==> config.mk <==
export PLATFORM = sky130hd
export DESIGN_NAME = empc_port
export DESIGN_NICKNAME = d
export VERILOG_FILES = /design/src/rtl/empc_pkg.sv /design/src/rtl/empc_port.sv
export SDC_FILE = /design/constraint.sdc
export NUM_CORES = 1
export LEC_CHECK = 0
export BUFFER_PORTS_ARGS = -buffer_cell sky130_fd_sc_hd__buf_4
export CORE_AREA = 2 2 210 212
export CTS_CLUSTER_DIAMETER = 40
export DETAILED_ROUTE_END_ITERATION = 8
export DIE_AREA = 0 0 212 214
export GPL_TIMING_DRIVEN = 1
export PLACE_DENSITY_LB_ADDON = 0.05
export SLEW_MARGIN = 0
export SYNTH_ARGS = -nofsm -noshare
export SYNTH_HDL_FRONTEND = slang
export SYNTH_SLANG_ARGS = --single-unit
==> constraint.sdc <==
create_clock -name ref_clk -period 15.99 [get_ports ref_clk]
set_clock_uncertainty 0.2 [all_clocks]
set_input_delay 1.599 -clock ref_clk [delete_from_list [all_inputs] [get_ports ref_clk]]
set_output_delay 1.599 -clock ref_clk [all_outputs]
set_load 0.005 [all_outputs]
==> src/rtl/empc_pkg.sv <==
package empc_pkg;

  // register select codes on the core's X data I/O port
  localparam logic [2:0] SEL_CLOCK_GEN   = 3'h0;
  localparam logic [2:0] SEL_BUS_WAIT    = 3'h1;
  localparam logic [2:0] SEL_ATTR_0      = 3'h2;
  localparam logic [2:0] SEL_ATTR_3      = 3'h5;
  localparam logic [2:0] SEL_OP_MODE     = 3'h6;
  localparam logic [2:0] SEL_CORE_STATE  = 3'h7;

  // values after reset
  localparam logic [23:0] CLOCK_GEN_RST  = 24'h000000;
  localparam logic [23:0] BUS_WAIT_RST   = 24'h000000;
  localparam logic [23:0] ATTR_RST       = 24'h000000;
  localparam logic [23:0] OP_MODE_RST    = 24'h000000;
  localparam logic [23:0] CORE_STATE_RST = 24'h080000;

  // clock_gen_control fields
  localparam int MULT_LO      = 0;
  localparam int OUTDIV_LO    = 12;
  localparam int LOW_FREQ_BIT = 15;
  localparam int XDRV_OFF_BIT = 16;
  localparam int RUN_STOP_BIT = 17;
  localparam int LOOP_EN_BIT  = 18;
  localparam int CLKOUT_OFF   = 19;
  localparam int PREDIV_LO    = 20;

  // bus_wait_control fields
  localparam int WS0_LO       = 0;
  localparam int WS1_LO       = 5;
  localparam int WS2_LO       = 10;
  localparam int WS3_LO       = 13;
  localparam int WSDEF_LO     = 16;
  localparam int BUS_STATE    = 21;
  localparam int LOCK_HOLD    = 22;
  localparam int REQ_HOLD     = 23;

  // attr_area_control fields
  localparam int TYPE_LO      = 0;
  localparam int POL_BIT      = 2;
  localparam int P_EN_BIT     = 3;
  localparam int X_EN_BIT     = 4;
  localparam int Y_EN_BIT     = 5;
  localparam int SWAP_BIT     = 6;
  localparam int PACK_BIT     = 7;
  localparam int CNT_LO       = 8;
  localparam int CMP_LO       = 12;
  localparam logic [3:0] CMP_MAX = 4'hC;

  // operating_mode_control and core_state_flags fields
  localparam int MODE_LO      = 0;
  localparam int BUS_OFF_BIT  = 4;
  localparam int MEM_SW_BIT   = 7;
  localparam int TA_SYNC_BIT  = 11;
  localparam int BB_FAST_BIT  = 12;
  localparam int PRIO_OFF_BIT = 14;
  localparam int COMPAT16_BIT = 13;
  localparam int ICACHE_BIT   = 19;

  localparam logic [4:0] ASYNC_MIN_WS = 5'h01;

  typedef enum logic [1:0] {
    EMPC_SYNC_SRAM  = 2'b00,
    EMPC_ASYNC_SRAM = 2'b01,
    EMPC_DRAM       = 2'b10,
    EMPC_TYPE_RSVD  = 2'b11
  } empc_type_t;

  typedef enum logic [1:0] {
    EMPC_SPACE_P = 2'b00,
    EMPC_SPACE_X = 2'b01,
    EMPC_SPACE_Y = 2'b10
  } empc_space_t;

  typedef enum logic [1:0] {
    EMPC_IDLE   = 2'b00,
    EMPC_SETUP  = 2'b01,
    EMPC_STROBE = 2'b10,
    EMPC_HOLD   = 2'b11
  } empc_state_t;

  typedef struct packed {
    logic        write;
    logic        dma;
    empc_space_t space;
    logic [23:0] addr;
    logic [23:0] wdata;
  } empc_req_t;

  typedef struct packed {
    logic [17:0] addr;
    logic        rd_n;
    logic        wr_n;
    logic [23:0] dout;
    logic        dout_oe;
  } empc_pins_t;

endpackage

==> src/rtl/empc_port.sv <==
// Contract
// [RULE1] input clock predivided by predivide field plus one, range one to sixteen
// [RULE2] loop multiplies predivided rate by multiply field plus one
// [RULE3] output divided by two to the power of the three-bit field
// [RULE4] bits 15..19 hold crystal, drive, stop-run, loop enable, clock-out controls
// [RULE5] core rate equals input times multiply over predivide times divide; the code saturates at one tick per ref_clk cycle
// [RULE6] five-bit wait counts for areas 0 and 1 at bits 0-4, 5-9
// [RULE7] three-bit wait counts for areas 2 and 3 at bits 10-12, 13-15
// [RULE8] five-bit default wait count in bits 16-20 for unmatched accesses
// [RULE9] bus state status bit 21, lock hold bit 22, request hold bit 23
// [RULE10] attribute pin asserts only when address and space match its register
// [RULE11] two-bit type field selects sync SRAM, async SRAM or DRAM
// [RULE12] type value 01 means asynchronous SRAM
// [RULE13] bit 2 set drives the pin high while selected
// [RULE14] bits 3,4,5 permit program, X and Y space activation
// [RULE15] bit 6 places low eight address bits on high eight lines
// [RULE16] bit 7 enables packing logic for DMA accesses
// [RULE17] compare count high address bits, zero to twelve, against upper field
// [RULE18] mode in bits 0-3; bit 4 disables the external bus
// [RULE19] mode bits 7, 11, 12: memory switch, acknowledge sync, bus release
// [RULE20] mode bit 14 removes priority among attribute pins
// [RULE21] state bit 13 sixteen-bit mode; bit 19 enables instruction cache
// [RULE22] async accesses always get at least one wait state
// [RULE23] read: address, strobe low, capture data as strobe rises
// [RULE24] write: address, strobe, data, strobe off, address off, data held
// [RULE25] each wait state lengthens the strobe phase by one core cycle; the code strobes for the count, at least one cycle
`timescale 1ns/1ps
`default_nettype none

module empc_port (
  input  wire logic               ref_clk,
  input  wire logic               rst,
  input  wire logic               io_wr,
  input  wire logic               io_rd,
  input  wire logic [2:0]         io_sel,
  input  wire logic [23:0]        io_wdata,
  output logic      [23:0]        io_rdata,
  input  wire logic               acc_req,
  input  wire empc_pkg::empc_req_t acc,
  output logic                    acc_busy,
  output logic                    acc_done,
  output logic      [23:0]        acc_rdata,
  output logic                    pack_enable,
  output empc_pkg::empc_pins_t    ext,
  input  wire logic [23:0]        ext_din,
  output logic      [3:0]         attr_select_pins,
  output logic                    core_tick,
  output logic      [4:0]         clk_ctrl_bits,
  output logic      [3:0]         op_mode_select,
  output logic                    mem_switch,
  output logic                    ta_sync_sel,
  output logic                    bb_fast_release,
  output logic                    bus_lock_hold,
  output logic                    bus_req_hold,
  output logic                    compat16_mode,
  output logic                    icache_enable
);

  logic [23:0] clock_gen_control;
  logic [23:0] bus_wait_control;
  logic [23:0] attr_area_control [4];
  logic [23:0] operating_mode_control;
  logic [23:0] core_state_flags;

  empc_pkg::empc_state_t state;
  empc_pkg::empc_req_t   cur;
  logic [4:0]            ws_left;
  logic [3:0]            hit_q;
  logic [3:0]            pol_q;
  logic [17:0]           addr_q;

  // ------------------------------------------------------------
  // decoding helpers
  // ------------------------------------------------------------
  function automatic logic area_match(input logic [23:0] r,
                                      input empc_pkg::empc_req_t q);
    logic [3:0]  n;
    logic [11:0] mask;
    logic        sp;
    n = (r[empc_pkg::CNT_LO +: 4] > empc_pkg::CMP_MAX) ?
        empc_pkg::CMP_MAX : r[empc_pkg::CNT_LO +: 4];
    mask = ~(12'hFFF >> n); // only the top n bits take part
    unique case (q.space)
      empc_pkg::EMPC_SPACE_P: sp = r[empc_pkg::P_EN_BIT];
      empc_pkg::EMPC_SPACE_X: sp = r[empc_pkg::X_EN_BIT];
      empc_pkg::EMPC_SPACE_Y: sp = r[empc_pkg::Y_EN_BIT];
      default:                sp = 1'b0;
    endcase
    area_match = sp &&                                           // [RULE14]
      ((q.addr[23:12] & mask) ==
       (r[empc_pkg::CMP_LO +: 12] & mask));                      // [RULE17]
  endfunction

  function automatic logic [4:0] area_ws(input logic [23:0] b,
                                         input logic [1:0]  i);
    unique case (i)
      2'h0: area_ws = b[empc_pkg::WS0_LO +: 5];                  // [RULE6]
      2'h1: area_ws = b[empc_pkg::WS1_LO +: 5];                  // [RULE6]
      2'h2: area_ws = {2'h0, b[empc_pkg::WS2_LO +: 3]};          // [RULE7]
      2'h3: area_ws = {2'h0, b[empc_pkg::WS3_LO +: 3]};          // [RULE7]
    endcase
  endfunction

  // ------------------------------------------------------------
  // register writes
  // ------------------------------------------------------------
  always_ff @(posedge ref_clk) begin
    if (rst) begin
      clock_gen_control <= empc_pkg::CLOCK_GEN_RST;
    end else if (io_wr && io_sel == empc_pkg::SEL_CLOCK_GEN) begin
      clock_gen_control <= io_wdata;                             // [RULE4]
    end
  end

  // bus state status is not writable; it mirrors the engine
  always_ff @(posedge ref_clk) begin
    if (rst) begin
      bus_wait_control <= empc_pkg::BUS_WAIT_RST;
    end else begin
      if (io_wr && io_sel == empc_pkg::SEL_BUS_WAIT) begin
        bus_wait_control <= io_wdata;
      end
      bus_wait_control[empc_pkg::BUS_STATE] <=
        (state != empc_pkg::EMPC_IDLE);                          // [RULE9]
    end
  end

  genvar g;
  generate
    for (g = 0; g < 4; g++) begin : g_attr
      always_ff @(posedge ref_clk) begin
        if (rst) begin
          attr_area_control[g] <= empc_pkg::ATTR_RST;
        end else if (io_wr &&
                     io_sel == empc_pkg::SEL_ATTR_0 + 3'(g)) begin
          attr_area_control[g] <= io_wdata;
        end
      end
    end
  endgenerate

  always_ff @(posedge ref_clk) begin
    if (rst) begin
      operating_mode_control <= empc_pkg::OP_MODE_RST;
    end else if (io_wr && io_sel == empc_pkg::SEL_OP_MODE) begin
      operating_mode_control <= io_wdata;
    end
  end

  always_ff @(posedge ref_clk) begin
    if (rst) begin
      core_state_flags <= empc_pkg::CORE_STATE_RST;
    end else if (io_wr && io_sel == empc_pkg::SEL_CORE_STATE) begin
      core_state_flags <= io_wdata;
    end
  end

  // ------------------------------------------------------------
  // register reads
  // ------------------------------------------------------------
  always_ff @(posedge ref_clk) begin
    if (rst) begin
      io_rdata <= 24'h000000;
    end else if (io_rd) begin
      unique case (io_sel)
        empc_pkg::SEL_CLOCK_GEN:  io_rdata <= clock_gen_control;
        empc_pkg::SEL_BUS_WAIT:   io_rdata <= bus_wait_control;
        empc_pkg::SEL_OP_MODE:    io_rdata <= operating_mode_control;
        empc_pkg::SEL_CORE_STATE: io_rdata <= core_state_flags;
        default: io_rdata <= attr_area_control[2'(io_sel - 3'h2)];
      endcase
    end
  end

  // ------------------------------------------------------------
  // core clock rate
  // ------------------------------------------------------------
  // the core rate is realised as an enable on ref_clk: a phase
  // accumulator adds MF and wraps at PREDIVIDE_FACTOR*DF. rates above ref_clk
  // saturate at one tick per cycle, a limit of one-clock design.
  logic [12:0] mult_factor;
  logic [4:0]  prediv_factor;
  logic [7:0]  outdiv_factor;
  logic [12:0] den;
  logic [13:0] phase;
  logic [13:0] phase_sum;

  always_comb begin
    prediv_factor = {1'b0, clock_gen_control[empc_pkg::PREDIV_LO +: 4]}
                    + 5'h01;                                     // [RULE1]
    mult_factor = clock_gen_control[empc_pkg::LOOP_EN_BIT] ?
      {1'b0, clock_gen_control[empc_pkg::MULT_LO +: 12]} + 13'h0001 :
      13'h0001;                                                  // [RULE2]
    outdiv_factor = 8'h01 <<
      clock_gen_control[empc_pkg::OUTDIV_LO +: 3];               // [RULE3]
    den = 13'(prediv_factor * outdiv_factor);                    // [RULE5]
    phase_sum = phase + {1'b0, mult_factor};
  end

  always_ff @(posedge ref_clk) begin
    if (rst) begin
      phase     <= 14'h0000;
      core_tick <= 1'b0;
    end else if (phase_sum >= {1'b0, den}) begin
      // one tick per wrap; excess beyond one wrap is dropped
      phase     <= (phase_sum - {1'b0, den} >= {1'b0, den}) ?
                   14'h0000 : phase_sum - {1'b0, den};           // [RULE5]
      core_tick <= 1'b1;
    end else begin
      phase     <= phase_sum;
      core_tick <= 1'b0;
    end
  end

  // ------------------------------------------------------------
  // area decode for a new request
  // ------------------------------------------------------------
  logic [3:0] hit_raw;
  logic [3:0] hit_sel;
  logic [1:0] first_idx;
  logic [4:0] ws_pick;
  logic       swap_pick;
  logic       pack_pick;
  logic [1:0] type_pick;

  always_comb begin
    for (int i = 0; i < 4; i++) begin
      hit_raw[i] = area_match(attr_area_control[i], acc);        // [RULE10]
    end
    first_idx = hit_raw[0] ? 2'h0 : hit_raw[1] ? 2'h1 :
                hit_raw[2] ? 2'h2 : 2'h3;
    if (operating_mode_control[empc_pkg::PRIO_OFF_BIT]) begin
      hit_sel = hit_raw;                                         // [RULE20]
    end else begin
      hit_sel = hit_raw & ~(hit_raw - 4'h1); // lowest index wins
    end
    if (hit_raw != 4'h0) begin
      ws_pick   = area_ws(bus_wait_control, first_idx);
      type_pick = attr_area_control[first_idx][empc_pkg::TYPE_LO +: 2];
      swap_pick = attr_area_control[first_idx][empc_pkg::SWAP_BIT];
      pack_pick = attr_area_control[first_idx][empc_pkg::PACK_BIT];
    end else begin
      ws_pick   = bus_wait_control[empc_pkg::WSDEF_LO +: 5];     // [RULE8]
      type_pick = empc_pkg::EMPC_ASYNC_SRAM;
      swap_pick = 1'b0;
      pack_pick = 1'b0;
    end
    // sync and DRAM types run the plain strobe sequence with the
    // programmed count; only async forces the stable-address wait
    if (type_pick == empc_pkg::EMPC_ASYNC_SRAM &&
        ws_pick < empc_pkg::ASYNC_MIN_WS) begin                  // [RULE11]
      ws_pick = empc_pkg::ASYNC_MIN_WS;                          // [RULE12] [RULE22]
    end
  end

  // ------------------------------------------------------------
  // external access engine, stepped by core_tick
  // ------------------------------------------------------------
  logic bus_off;
  assign bus_off = operating_mode_control[empc_pkg::BUS_OFF_BIT];

  always_ff @(posedge ref_clk) begin
    if (rst) begin
      state       <= empc_pkg::EMPC_IDLE;
      cur         <= '0;
      ws_left     <= 5'h00;
      hit_q       <= 4'h0;
      addr_q      <= 18'h00000;
      pack_enable <= 1'b0;
      acc_done    <= 1'b0;
      acc_rdata   <= 24'h000000;
    end else begin
      acc_done <= 1'b0;
      // the last sample taken under the strobe is the one kept
      if (!ext.rd_n) begin
        acc_rdata <= ext_din;                                    // [RULE23]
      end
      if (core_tick) begin
        unique case (state)
          empc_pkg::EMPC_IDLE: begin
            if (acc_req && bus_off) begin
              acc_done <= 1'b1; // refused, no bus cycle      [RULE18]
            end else if (acc_req) begin
              state   <= empc_pkg::EMPC_SETUP;
              cur     <= acc;
              ws_left <= ws_pick;
              hit_q   <= hit_sel;
              addr_q  <= swap_pick ?
                         {acc.addr[7:0], acc.addr[9:0]} :         // [RULE15]
                         acc.addr[17:0];
              pack_enable <= pack_pick && acc.dma;               // [RULE16]
            end
          end
          empc_pkg::EMPC_SETUP: begin
            state <= empc_pkg::EMPC_STROBE;                      // [RULE23] [RULE24]
          end
          empc_pkg::EMPC_STROBE: begin
            if (ws_left > 5'h01) begin
              ws_left <= ws_left - 5'h01;                        // [RULE25]
            end else begin
              state <= empc_pkg::EMPC_HOLD; // [RULE23] [RULE24]
            end
          end
          empc_pkg::EMPC_HOLD: begin
            state       <= empc_pkg::EMPC_IDLE;
            acc_done    <= 1'b1;
            hit_q       <= 4'h0;
            pack_enable <= 1'b0;
          end
        endcase
      end
    end
  end

  // ------------------------------------------------------------
  // pin drive, registered
  // ------------------------------------------------------------
  // attribute pins drop with the strobe on a write so the select
  // goes away before the data, which stays one more core cycle
  always_ff @(posedge ref_clk) begin
    if (rst) begin
      ext <= '{addr: 18'h00000, rd_n: 1'b1, wr_n: 1'b1,
               dout: 24'h000000, dout_oe: 1'b0};
    end else begin
      ext.addr    <= (state == empc_pkg::EMPC_IDLE) ? ext.addr : addr_q;
      ext.rd_n    <= !(state == empc_pkg::EMPC_STROBE && !cur.write);
      ext.wr_n    <= !(state == empc_pkg::EMPC_STROBE && cur.write);
      ext.dout    <= cur.wdata;
      ext.dout_oe <= cur.write &&
                     (state == empc_pkg::EMPC_STROBE ||
                      state == empc_pkg::EMPC_HOLD);             // [RULE24]
    end
  end

  always_comb begin
    for (int i = 0; i < 4; i++) begin
      pol_q[i] = attr_area_control[i][empc_pkg::POL_BIT];
    end
  end

  generate
    for (g = 0; g < 4; g++) begin : g_pin
      always_ff @(posedge ref_clk) begin
        if (rst) begin
          attr_select_pins[g] <= 1'b1;
        end else begin
          // active level follows polarity, idle level its inverse
          attr_select_pins[g] <=
            ((state == empc_pkg::EMPC_SETUP ||
              state == empc_pkg::EMPC_STROBE) && hit_q[g]) ?
            pol_q[g] : !pol_q[g];                                // [RULE10] [RULE13]
        end
      end
    end
  endgenerate

  // ------------------------------------------------------------
  // control bits out to the rest of the chip
  // ------------------------------------------------------------
  always_ff @(posedge ref_clk) begin
    if (rst) begin
      acc_busy        <= 1'b0;
      clk_ctrl_bits   <= 5'h00;
      op_mode_select  <= 4'h0;
      mem_switch      <= 1'b0;
      ta_sync_sel     <= 1'b0;
      bb_fast_release <= 1'b0;
      bus_lock_hold   <= 1'b0;
      bus_req_hold    <= 1'b0;
      compat16_mode   <= 1'b0;
      icache_enable   <= 1'b0;
    end else begin
      acc_busy        <= (state != empc_pkg::EMPC_IDLE);
      clk_ctrl_bits   <=
        clock_gen_control[empc_pkg::LOW_FREQ_BIT +: 5];          // [RULE4]
      op_mode_select  <=
        operating_mode_control[empc_pkg::MODE_LO +: 4];          // [RULE18]
      mem_switch      <=
        operating_mode_control[empc_pkg::MEM_SW_BIT];            // [RULE19]
      ta_sync_sel     <=
        operating_mode_control[empc_pkg::TA_SYNC_BIT];           // [RULE19]
      bb_fast_release <=
        operating_mode_control[empc_pkg::BB_FAST_BIT];           // [RULE19]
      bus_lock_hold   <= bus_wait_control[empc_pkg::LOCK_HOLD];  // [RULE9]
      bus_req_hold    <= bus_wait_control[empc_pkg::REQ_HOLD];   // [RULE9]
      compat16_mode   <= core_state_flags[empc_pkg::COMPAT16_BIT]; // [RULE21]
      icache_enable   <= core_state_flags[empc_pkg::ICACHE_BIT];   // [RULE21]
    end
  end

endmodule

`default_nettype wire

==> results.sh, run 1 <==
export IMPL_post_route_period_util_pct=51.3
export IMPL_fin_ws_ns=7.79
export IMPL_critPathMaxFanout=13
export IMPL_gp_congestion=0.958
export IMPL_post_route_util_pct=54.6
export IMPL_p_per_area_nw_per_um2=142
export IMPL_dpl_hpwl_um=42500
export IMPL_ctsHoldBuffers=0
export IMPL_drv_cap=0
export IMPL_cts_tree="built"
export IMPL_dieArea_um2=45400
export IMPL_synth_area_top_cells="dfxtp_1, edfxtp_1, nand2_1"
export IMPL_worst_path_largest_cell_delay_ns=0.83
export IMPL_tightest_slew_ns=1.19
export IMPL_postCtsSetupRepairBufs=0
export IMPL_timing_rr_start="clock_gen_control[20]$_SDFFE_PP0P_"
export IMPL_slew_headroom_pct=20.3
export IMPL_grt_antenna_before_repair=2
export IMPL_ys_seq_area_share_pct=44.3
export IMPL_clk_pin_slew_ns=0.05
export IMPL_synth_distinct_cells=87
export IMPL_crit_buf_inv=1
export IMPL_synthCells=2095
export IMPL_placed_area_um2=21300
export IMPL_path_class="reg2reg"
export IMPL_grt_max_degree=107
export IMPL_tns_ns=0
export IMPL_die_h_um=214
export IMPL_cp_common_cell="ha_1"
export IMPL_clk_latency_ns=0.62
export IMPL_die_x_um=212
export IMPL_h_tree_depth=2
export IMPL_yosysWarnings=0
export IMPL_finalSetupViolCount=0
export IMPL_num_nets_final=2463
export IMPL_routed_wl_um=60300
export IMPL_hold_slack_ns=0.248
export IMPL_clock_root_buffer="clkbuf_16"
export IMPL_cp_data_arrival_time_ns=8.50
export IMPL_drt_initial_drc_count=1499
export IMPL_whs_path_depth=2
export IMPL_yosys_cell_count_top_type="nand2_1"
export IMPL_holdPathEnd="cur[3]$_SDFFE_PP0P_"
export IMPL_layout_drive_gt1_share_pct=17.6
export IMPL_grt_overflow=0
export IMPL_grt_pass1_vias=15500
export IMPL_wire_per_inst_um=20.8
export IMPL_status="finished, final reports clean"
export IMPL_area_delta_synth_final_pct=22.3
export IMPL_num_rows=76
export IMPL_period_minus_slack_ns=8.20
export IMPL_irDropWorstVdd_mv=0.0819
export IMPL_postRouteAntennaNets=0
export IMPL_postLayoutCellArea_um2=23400
export IMPL_clock_sinks=376
export IMPL_multi_input_area_um2=10000
export IMPL_synth_seq_cells=376
export IMPL_via_per_inst=5.54
export IMPL_critPathLaunchType="flip-flop"
export IMPL_synth_edf_count=96
export IMPL_post_cts_resized=0
export IMPL_end_kind="flip-flop"
export IMPL_cp_depth=29
export IMPL_required_ns=16.29
export IMPL_filler_cell_count=3897
export IMPL_first_pass_iters=6
export IMPL_antennaDiodeCount=0
export IMPL_hp_start="cur[3]$_SDFFE_PP0P_"
export IMPL_synth_top_area_share_pct=29.3
export IMPL_slowest_stage="mux2i_1"
export IMPL_seqCellArea_um2=8490
export IMPL_route_detailed_drc=0
export IMPL_synth_area_leader_cell="dfxtp_1"
export IMPL_synth_nets=2286
export IMPL_ios=225
export IMPL_grt_pass1_wl_um=92200
export IMPL_cellLeakagePower_nw=9.46
export IMPL_hp_class="reg2reg"
export IMPL_clk_path_buf_depth=3
export IMPL_synth_area_per_cell_um2=9.14
export IMPL_synthArstFlopShare_pct=0
export IMPL_final_hold_viol_count=0
export IMPL_rsz0062_at_grt="no"
export IMPL_r2r_setup_slack_ns=7.79
export IMPL_max_freq_ghz=0.122
export IMPL_r2r_cells=29
export IMPL_place_ws_ns=7.79
export IMPL_vias=16100
export IMPL_start_util_pct=44.6
export IMPL_drv_slew=0
export IMPL_synthFlopType="dfxtp_1"
export IMPL_portBuffers=224
export IMPL_synth_commonest_cells="nand2_1, dfxtp_1, a21oi_1, nor2_1, clkbuf_1"
export IMPL_cts_made_buffers=60
export IMPL_r2r_end="phase[12]$_SDFF_PP0_"
export IMPL_grt_use_total_pct=26.3
export IMPL_synthesis_area_um2=19100
export IMPL_core_area_um2=42900
export IMPL_cp_top_family="adder cells"
-- cell usage in the layout, fill, tap and decap left out, types with 7 or more instances in the layout --
| cell type | netlist | layout |
|---|---|---|
| a211oi_1 | 25 | 25 |
| a21boi_0 | 7 | 7 |
| a21o_1 | 7 | 7 |
| a21oi_1 | 192 | 192 |
| a221oi_1 | 21 | 21 |
| a311oi_1 | 12 | 12 |
| a31oi_1 | 11 | 11 |
| and2_1 | 105 | 105 |
| buf_4 | 1 | 241 |
| clkbuf_1 | 109 | 7 |
| clkbuf_16 | 0 | 66 |
| clkinv_2 | 0 | 8 |
| clkinv_4 | 0 | 7 |
| dfxtp_1 | 280 | 280 |
| edfxtp_1 | 96 | 96 |
| fa_1 | 20 | 20 |
| ha_1 | 63 | 63 |
| inv_1 | 51 | 51 |
| mux2i_1 | 94 | 94 |
| mux4_2 | 14 | 14 |
| nand2_1 | 329 | 329 |
| nand2b_1 | 12 | 12 |
| nand3_1 | 20 | 20 |
| nand3b_1 | 14 | 14 |
| nor2_1 | 184 | 184 |
| nor2b_1 | 48 | 48 |
| nor3_1 | 15 | 10 |
| nor4_1 | 8 | 7 |
| o211ai_1 | 14 | 14 |
| o21a_1 | 8 | 8 |
| o21ai_0 | 64 | 64 |
| o21ai_1 | 13 | 13 |
| o221ai_1 | 12 | 12 |
| o22ai_1 | 20 | 20 |
| or2_2 | 14 | 14 |
| or3_1 | 15 | 15 |
| xnor2_1 | 53 | 53 |
| xor2_1 | 30 | 30 |
-- area by class of cell --
type	count	share of cell area, %
Clock buffer	78	7.46
Tap cell	585	3.13
Timing Repair Buffer	242	7.79
Sequential cell	376	36.3
Inverter	51	0.818
Multi-Input combinational cell	1541	42.9
Clock inverter	33	1.66
-- worst max-delay path by stage --
stage                                                   from              endpoint
after floorplan           clock_gen_control[12]$_SDFFE_PP0P_   phase[0]$_SDFF_PP0_
final                     clock_gen_control[20]$_SDFFE_PP0P_  phase[12]$_SDFF_PP0_
after detailed placement  clock_gen_control[20]$_SDFFE_PP0P_  phase[12]$_SDFF_PP0_
after global routing      clock_gen_control[20]$_SDFFE_PP0P_  phase[12]$_SDFF_PP0_
after CTS                 clock_gen_control[20]$_SDFFE_PP0P_  phase[12]$_SDFF_PP0_
after global placement    clock_gen_control[20]$_SDFFE_PP0P_  phase[12]$_SDFF_PP0_
-- per-layer routing --
layer  global-route usage [%]  vias to the layer above  part of all wire, %
li1                         -                     7694                    -
met1                     36.3                     7718                   44
met2                     41.8                      582                   46
met3                     5.22                       94                  7.9
met4                     7.84                        4                  2.4
met5                        0                        -                0.050
-- power by group --
part / internal [mW] / switching [mW]
Combinational: 0.358 / 0.501
Sequential: 1.05 / 0.0500
Clock: 0.870 / 0.485
Total: 2.28 / 1.04
-- tightest hold or removal path, delay by kind of cell, from the launching register on --
kind / cells / cell delay (ns)
simple gates: 1 / 0.05
flops: 1 / 0.30
compound gates: 1 / 0.05
-- state kept, by name, summed over array words and instances (netlist names), 2 cells and up --
register / count
clock_gen_control: 24
core_state_flags: 24
attr_area_control: 96
ext: 45
op_mode_select: 4
attr_select_pins: 4
acc_rdata: 24
operating_mode_control: 24
addr_q: 18
io_rdata: 24
ws_left: 5
phase: 14
hit_q: 4
state: 2
clk_ctrl_bits: 5
bus_wait_control: 24
cur: 25
-- metrics by stage --
step | power [mW] | cells
finish | 3.31 | 2906
floorplan | 1.74 | 2095
CTS | 3.33 | 2906
global placement | 1.95 | 2795
detailed placement | 1.97 | 2795
global route | 3.48 | 2906
-- cells by family (layout without fill, tap and decap cells) --
kind of cell             after synthesis  count (layout)  share of synthesized area, %
other                                  1               1                        0.0196
AND/OR/NAND/NOR                      798             798                          19.5
AO/OA/AOI/OAI                        466             466                          15.7
flip-flops                           376             376                          44.3
buffers and inverters                178             404                          3.67
adder cells (fa/ha/maj)               83              83                          6.21
multiplexers                         108             108                          6.56
XOR/XNOR                              85              85                          3.97
Power figures use the tool's default switching activity.
==> run 2, diff against run 1 <==
==> constraint.sdc (replaced) <==
create_clock -name ref_clk -period 7.65 [get_ports ref_clk]
set_clock_uncertainty 0.2 [all_clocks]
set_input_delay 0.765 -clock ref_clk [delete_from_list [all_inputs] [get_ports ref_clk]]
set_output_delay 0.765 -clock ref_clk [all_outputs]
set_load 0.005 [all_outputs]
==> run 2 against run 1 <==
Against the previous run: critical endpoint is now phase[6]$_SDFF_PP0_; largest cell class unchanged; sequential cell count stayed put; clock-buffer cell count is 10 lower; wire length up 0.82%; fmax grew 13%; sequential share of layout area shrank 0.069 points; combinational power is 140% higher; utilization increased by 0.12 points; highest routed layer unchanged; design area grew 0.22%; first-iteration DRC count is the same.
==> results.sh, run 2 (synthesis gave the netlist of run 1 again) <==
export IMPL_status="finished, final reports clean"
export IMPL_filler_cell_count=3900
export IMPL_cts_made_buffers=59
export IMPL_h_tree_depth=2
export IMPL_required_ns=7.98
export IMPL_end_kind="flip-flop"
export IMPL_drv_slew=0
export IMPL_cp_data_arrival_time_ns=7.61
export IMPL_grt_use_total_pct=26.3
export IMPL_grt_pass1_wl_um=91500
export IMPL_route_detailed_drc=0
export IMPL_via_per_inst=5.52
export IMPL_clk_latency_ns=0.61
export IMPL_gp_congestion=0.905
export IMPL_dpl_hpwl_um=43000
export IMPL_p_per_area_nw_per_um2=298
export IMPL_clk_path_buf_depth=3
export IMPL_placed_area_um2=21300
export IMPL_die_x_um=212
export IMPL_clock_sinks=376
export IMPL_grt_antenna_before_repair=2
export IMPL_postLayoutCellArea_um2=23500
export IMPL_area_delta_synth_final_pct=22.5
export IMPL_tightest_slew_ns=1.17
export IMPL_dieArea_um2=45400
export IMPL_post_route_util_pct=54.7
export IMPL_clk_pin_slew_ns=0.06
export IMPL_top_register="attr_area_control"
export IMPL_ios=225
export IMPL_layout_common_cells="nand2_1, dfxtp_1, buf_4"
export IMPL_hp_class="in2reg"
export IMPL_path_class="reg2reg"
export IMPL_wire_per_inst_um=20.8
export IMPL_hold_slack_ns=0.180
export IMPL_num_nets_final=2475
export IMPL_top_regs="attr_area_control: 96 flops, ext: 45 flops, cur: 25 flops"
export IMPL_cellLeakagePower_nw=9.44
export IMPL_grt_max_degree=116
export IMPL_period_minus_slack_ns=7.28
export IMPL_portBuffers=224
export IMPL_critPathLaunchType="flip-flop"
export IMPL_drv_cap=0
export IMPL_final_common_cell="nand2_1"
export IMPL_first_pass_iters=5
export IMPL_postRouteAntennaNets=0
export IMPL_routed_wl_um=60800
export IMPL_r2r_setup_slack_ns=0.37
export IMPL_finalSetupViolCount=0
export IMPL_vias=16100
export IMPL_cts_tree="built"
export IMPL_core_area_um2=42900
export IMPL_post_route_period_util_pct=95.2
export IMPL_largest_reg_flops=96
export IMPL_slew_headroom_pct=22.0
export IMPL_grt_pass1_vias=15400
export IMPL_start_util_pct=44.6
export IMPL_grt_overflow=0
export IMPL_max_freq_ghz=0.137
export IMPL_die_h_um=214
export IMPL_num_rows=76
export IMPL_layout_drive_gt1_share_pct=18.6
export IMPL_critPathMaxFanout=10
export IMPL_irDropWorstVdd_mv=0.198
export IMPL_final_hold_viol_count=0
export IMPL_clock_root_buffer="clkbuf_16"
export IMPL_drt_initial_drc_count=1499
==> run 2: cell count changes in the layout (fill, tap and decap cells not counted), sizes merged <==
cell      delta
diode        +1
buf         +13
clkbuf      -10
clkinvlp     +6
inv          +4
bufinv       -1
==> run 2: path summary, 6_finish.rpt <==
| kind | from | end | depth (start not counted) |
|---|---|---|---|
| hold reg to reg | cur[51]$_SDFFE_PP0P_ | ext[25]$_SDFF_PP1_ | 1 |
| hold / removal | ext_din[8] | acc_rdata[8]$_SDFFE_PP0N_ | 3 |
| setup / recovery | clock_gen_control[12]$_SDFFE_PP0P_ | phase[6]$_SDFF_PP0_ | 27 |
| setup reg to reg | clock_gen_control[12]$_SDFFE_PP0P_ | phase[6]$_SDFF_PP0_ | 27 |
==> run 2: critical path, cell delays in order, from the launching register on <==
cell and delay [ns]:
dfxtp_2 0.39, or3b_2 0.51, or2_2 0.33, fa_1 0.48
fa_1 0.51, fa_1 0.54, inv_1 0.04, ha_1 0.34
nor2b_1 0.15, nor2_1 0.11, xor2_1 0.22, ha_1 0.30
and3_2 0.22, a221oi_4 0.31, o21ai_4 0.13, a31oi_2 0.25
o31ai_4 0.11, buf_4 0.15, xnor2_1 0.26, ha_1 0.30
a2111o_1 0.41, nand2_1 0.09, o211ai_1 0.08, mux2i_1 0.19
buf_4 0.15, buf_2 0.18, nand3b_1 0.09, a21oi_1 0.14
==> run 2: final cells by class <==
| cell class | instances | area, um^2 | area share (%) |
|---|---|---|---|
| Antenna cell | 1 | 2.50 | 0.0107 |
| Clock buffer | 68 | 1550 | 6.61 |
| Clock inverter | 42 | 452 | 1.93 |
| Timing Repair Buffer | 255 | 1920 | 8.18 |
| Sequential cell | 376 | 8490 | 36.2 |
| Inverter | 51 | 191 | 0.816 |
| Tap cell | 585 | 732 | 3.12 |
| Multi-Input combinational cell | 1541 | 10100 | 43.2 |
==> run 2: power breakdown <==
| part | internal (mW) | switching, mW | total (mW) | leakage, nW |
|---|---|---|---|---|
| combinational | 0.882 | 1.14 | 2.02 | 5.28 |
| clock | 1.64 | 1.02 | 2.67 | 0.953 |
| sequential | 2.19 | 0.106 | 2.30 | 3.20 |
| total | 4.72 | 2.27 | 6.99 | 9.44 |
==> run 2: per-layer routing <==
layer,global-route usage [%],vias to the layer above,wire [um]
li1,-,7733,-
met1,35.7,7696,26600
met2,42.2,590,27600
met3,5.13,101,4720
met4,8.50,2,1870
met5,0,-,13
==> run 2: repair_timing <==
item | 4_1_cts | 5_1_grt
hold buffers | 0 | 0
gates resized for setup | 0 | 19
setup buffers | 0 | 8
endpoints found under the setup margin | 0 | 13
==> run 2: per-stage QoR <==
stage	setup TNS (ns)	std cells	setup WS, ns	power [mW]
final	0	2919	0.366	6.99
after global routing	-0.255	2918	-0.0696	7.36
after CTS	0	2909	0.0594	6.84
after detailed placement	0	2799	0.0708	4.16
after global placement	0	2799	0.238	4.14
after floorplan	0	2095	0.556	3.63
==> run 3, diff against run 2 <==
--- a/config.mk
+++ b/config.mk
@@ -5,7 +5,7 @@
 export SDC_FILE = /design/constraint.sdc
 export NUM_CORES = 1
 export LEC_CHECK = 0
-export BUFFER_PORTS_ARGS = -buffer_cell sky130_fd_sc_hd__buf_4
+export BUFFER_PORTS_ARGS = -buffer_cell sky130_fd_sc_hd__clkbuf_2
 export CORE_AREA = 2 2 210 212
 export CTS_CLUSTER_DIAMETER = 40
 export DETAILED_ROUTE_END_ITERATION = 8
==> run 3 against run 2 <==
Against the previous run: fmax rose by 0.81%; worst setup slack improved by 0.058 ns; sequential power barely moved; design area fell by 2.2%; register-to-register slack improved by 0.06 ns; critical path type unchanged.
==> results.sh, run 3 (synthesis gave the netlist of run 1 again) <==
export IMPL_clock_root_buffer="clkbuf_16"
export IMPL_core_area_um2=42900
export IMPL_top_register="attr_area_control"
export IMPL_r2r_end="phase[1]$_SDFF_PP0_"
export IMPL_num_rows=76
export IMPL_cts_tree="built"
export IMPL_via_per_inst=5.53
export IMPL_largest_reg_flops=96
export IMPL_grt_pass1_vias=15400
export IMPL_critPathMaxFanout=8
export IMPL_start_util_pct=44.6
export IMPL_grt_pass1_wl_um=92000
export IMPL_hp_class="in2reg"
export IMPL_first_pass_iters=5
export IMPL_route_detailed_drc=0
export IMPL_cp_top_family="adder cells"
export IMPL_routed_wl_um=60600
export IMPL_area_delta_synth_final_pct=19.9
export IMPL_placed_area_um2=20800
export IMPL_cp_data_arrival_time_ns=7.55
export IMPL_max_freq_ghz=0.138
export IMPL_place_ws_ns=0.100
export IMPL_cp_common_cell="fa_1"
export IMPL_p_per_area_nw_per_um2=304
export IMPL_rsz0062_at_grt="no"
export IMPL_cellLeakagePower_nw=9.31
export IMPL_antennaDiodeCount=0
export IMPL_slew_headroom_pct=22.0
export IMPL_dpl_hpwl_um=42700
export IMPL_cts_made_buffers=60
export IMPL_post_route_period_util_pct=94.4
export IMPL_filler_cell_count=3936
export IMPL_seqCellArea_um2=8490
export IMPL_portBuffers=224
export IMPL_r2r_cells=31
export IMPL_dieArea_um2=45400
export IMPL_drv_slew=0
export IMPL_clk_path_buf_depth=3
export IMPL_end_kind="flip-flop"
export IMPL_die_x_um=212
export IMPL_period_minus_slack_ns=7.23
export IMPL_post_route_util_pct=53.5
export IMPL_r2r_setup_slack_ns=0.42
export IMPL_top_regs="attr_area_control: 96 flops, ext: 45 flops, cur: 25 flops"
export IMPL_gp_congestion=0.900
export IMPL_finalPower_mw=6.98
export IMPL_status="finished, final reports clean"
export IMPL_multi_input_area_um2=10100
export IMPL_die_h_um=214
export IMPL_drt_initial_drc_count=1425
export IMPL_grt_max_degree=127
export IMPL_required_ns=7.98
export IMPL_drv_cap=0
export IMPL_grt_use_total_pct=26.4
export IMPL_num_nets_final=2471
export IMPL_tns_ns=0
export IMPL_final_common_cell="nand2_1"
export IMPL_ctsHoldBuffers=0
export IMPL_path_class="reg2reg"
export IMPL_irDropWorstVdd_mv=0.193
export IMPL_hp_start="acc[16]"
export IMPL_hold_slack_ns=0.170
export IMPL_dp_cells=2799
export IMPL_fin_cells=2917
export IMPL_h_tree_depth=2
export IMPL_clk_latency_ns=0.62
export IMPL_wire_per_inst_um=20.8
export IMPL_final_hold_viol_count=0
export IMPL_critPathLaunchType="flip-flop"
export IMPL_worst_path_largest_cell_delay_ns=0.54
export IMPL_holdPathEnd="cur[16]$_SDFFE_PP0P_"
export IMPL_whs_path_depth=3
export IMPL_layout_common_cells="nand2_1, dfxtp_1, clkbuf_2"
export IMPL_slowest_stage="fa_1"
export IMPL_fin_ws_ns=0.425
export IMPL_vias=16100
export IMPL_postRouteAntennaNets=0
export IMPL_layout_drive_gt1_share_pct=18.6
export IMPL_tightest_slew_ns=1.16
export IMPL_grt_antenna_before_repair=2
export IMPL_timing_rr_start="clock_gen_control[22]$_SDFFE_PP0P_"
export IMPL_postLayoutCellArea_um2=23000
export IMPL_grt_overflow=0
export IMPL_clk_pin_slew_ns=0.05
export IMPL_finalSetupViolCount=0
export IMPL_clock_sinks=376
export IMPL_crit_buf_inv=3
export IMPL_ios=225
## run 3: worst max path at each step
stage / endpoint / depth (start not counted) / from
detailed placement: phase[12]$_SDFF_PP0_ / 29 / clock_gen_control[12]$_SDFFE_PP0P_
finish: phase[1]$_SDFF_PP0_ / 31 / clock_gen_control[22]$_SDFFE_PP0P_
global placement: phase[12]$_SDFF_PP0_ / 29 / clock_gen_control[12]$_SDFFE_PP0P_
CTS: phase[12]$_SDFF_PP0_ / 29 / clock_gen_control[12]$_SDFFE_PP0P_
global route: phase[5]$_SDFF_PP0_ / 31 / clock_gen_control[22]$_SDFFE_PP0P_
floorplan: phase[0]$_SDFF_PP0_ / 30 / clock_gen_control[12]$_SDFFE_PP0P_
## run 3: routing by layer
layer | up-vias | part of all wire, % | track usage, % | wire length [um]
met5 | - | 0.038 | 0 | 23
met2 | 610 | 45 | 41.8 | 27500
li1 | 7725 | - | - | -
met1 | 7705 | 44 | 36.2 | 26500
met3 | 94 | 8.3 | 5.85 | 5050
met4 | 4 | 2.6 | 7.39 | 1550
## run 3: tightest hold or removal path, delay by kind of cell
family / cells / cell delay (ns)
buf+inv: 1 / 0.08
simple gates: 1 / 0.05
compound gates: 1 / 0.05
## run 3: timing repair
action                                 4_1_cts  5_1_grt
buffers inserted                             0        3
endpoints found under the hold margin        0        0
gates resized for setup                      0       21
setup endpoints to repair                    0       13
## run 3: where the power goes
part / internal, mW / total (mW) / leakage, nW / switching, mW
combinational: 0.826 / 1.94 / 5.10 / 1.12
clock: 1.72 / 2.73 / 1.01 / 1.02
sequential: 2.20 / 2.30 / 3.20 / 0.105
total: 4.74 / 6.98 / 9.31 / 2.24
## run 3: final cells by class
type / count / share of cell area, %
Inverter: 51 / 0.834
Multi-Input combinational cell: 1541 / 44.1
Timing Repair Buffer: 250 / 5.78
Tap cell: 585 / 3.19
Clock inverter: 33 / 1.47
Sequential cell: 376 / 37.0
Clock buffer: 81 / 7.60
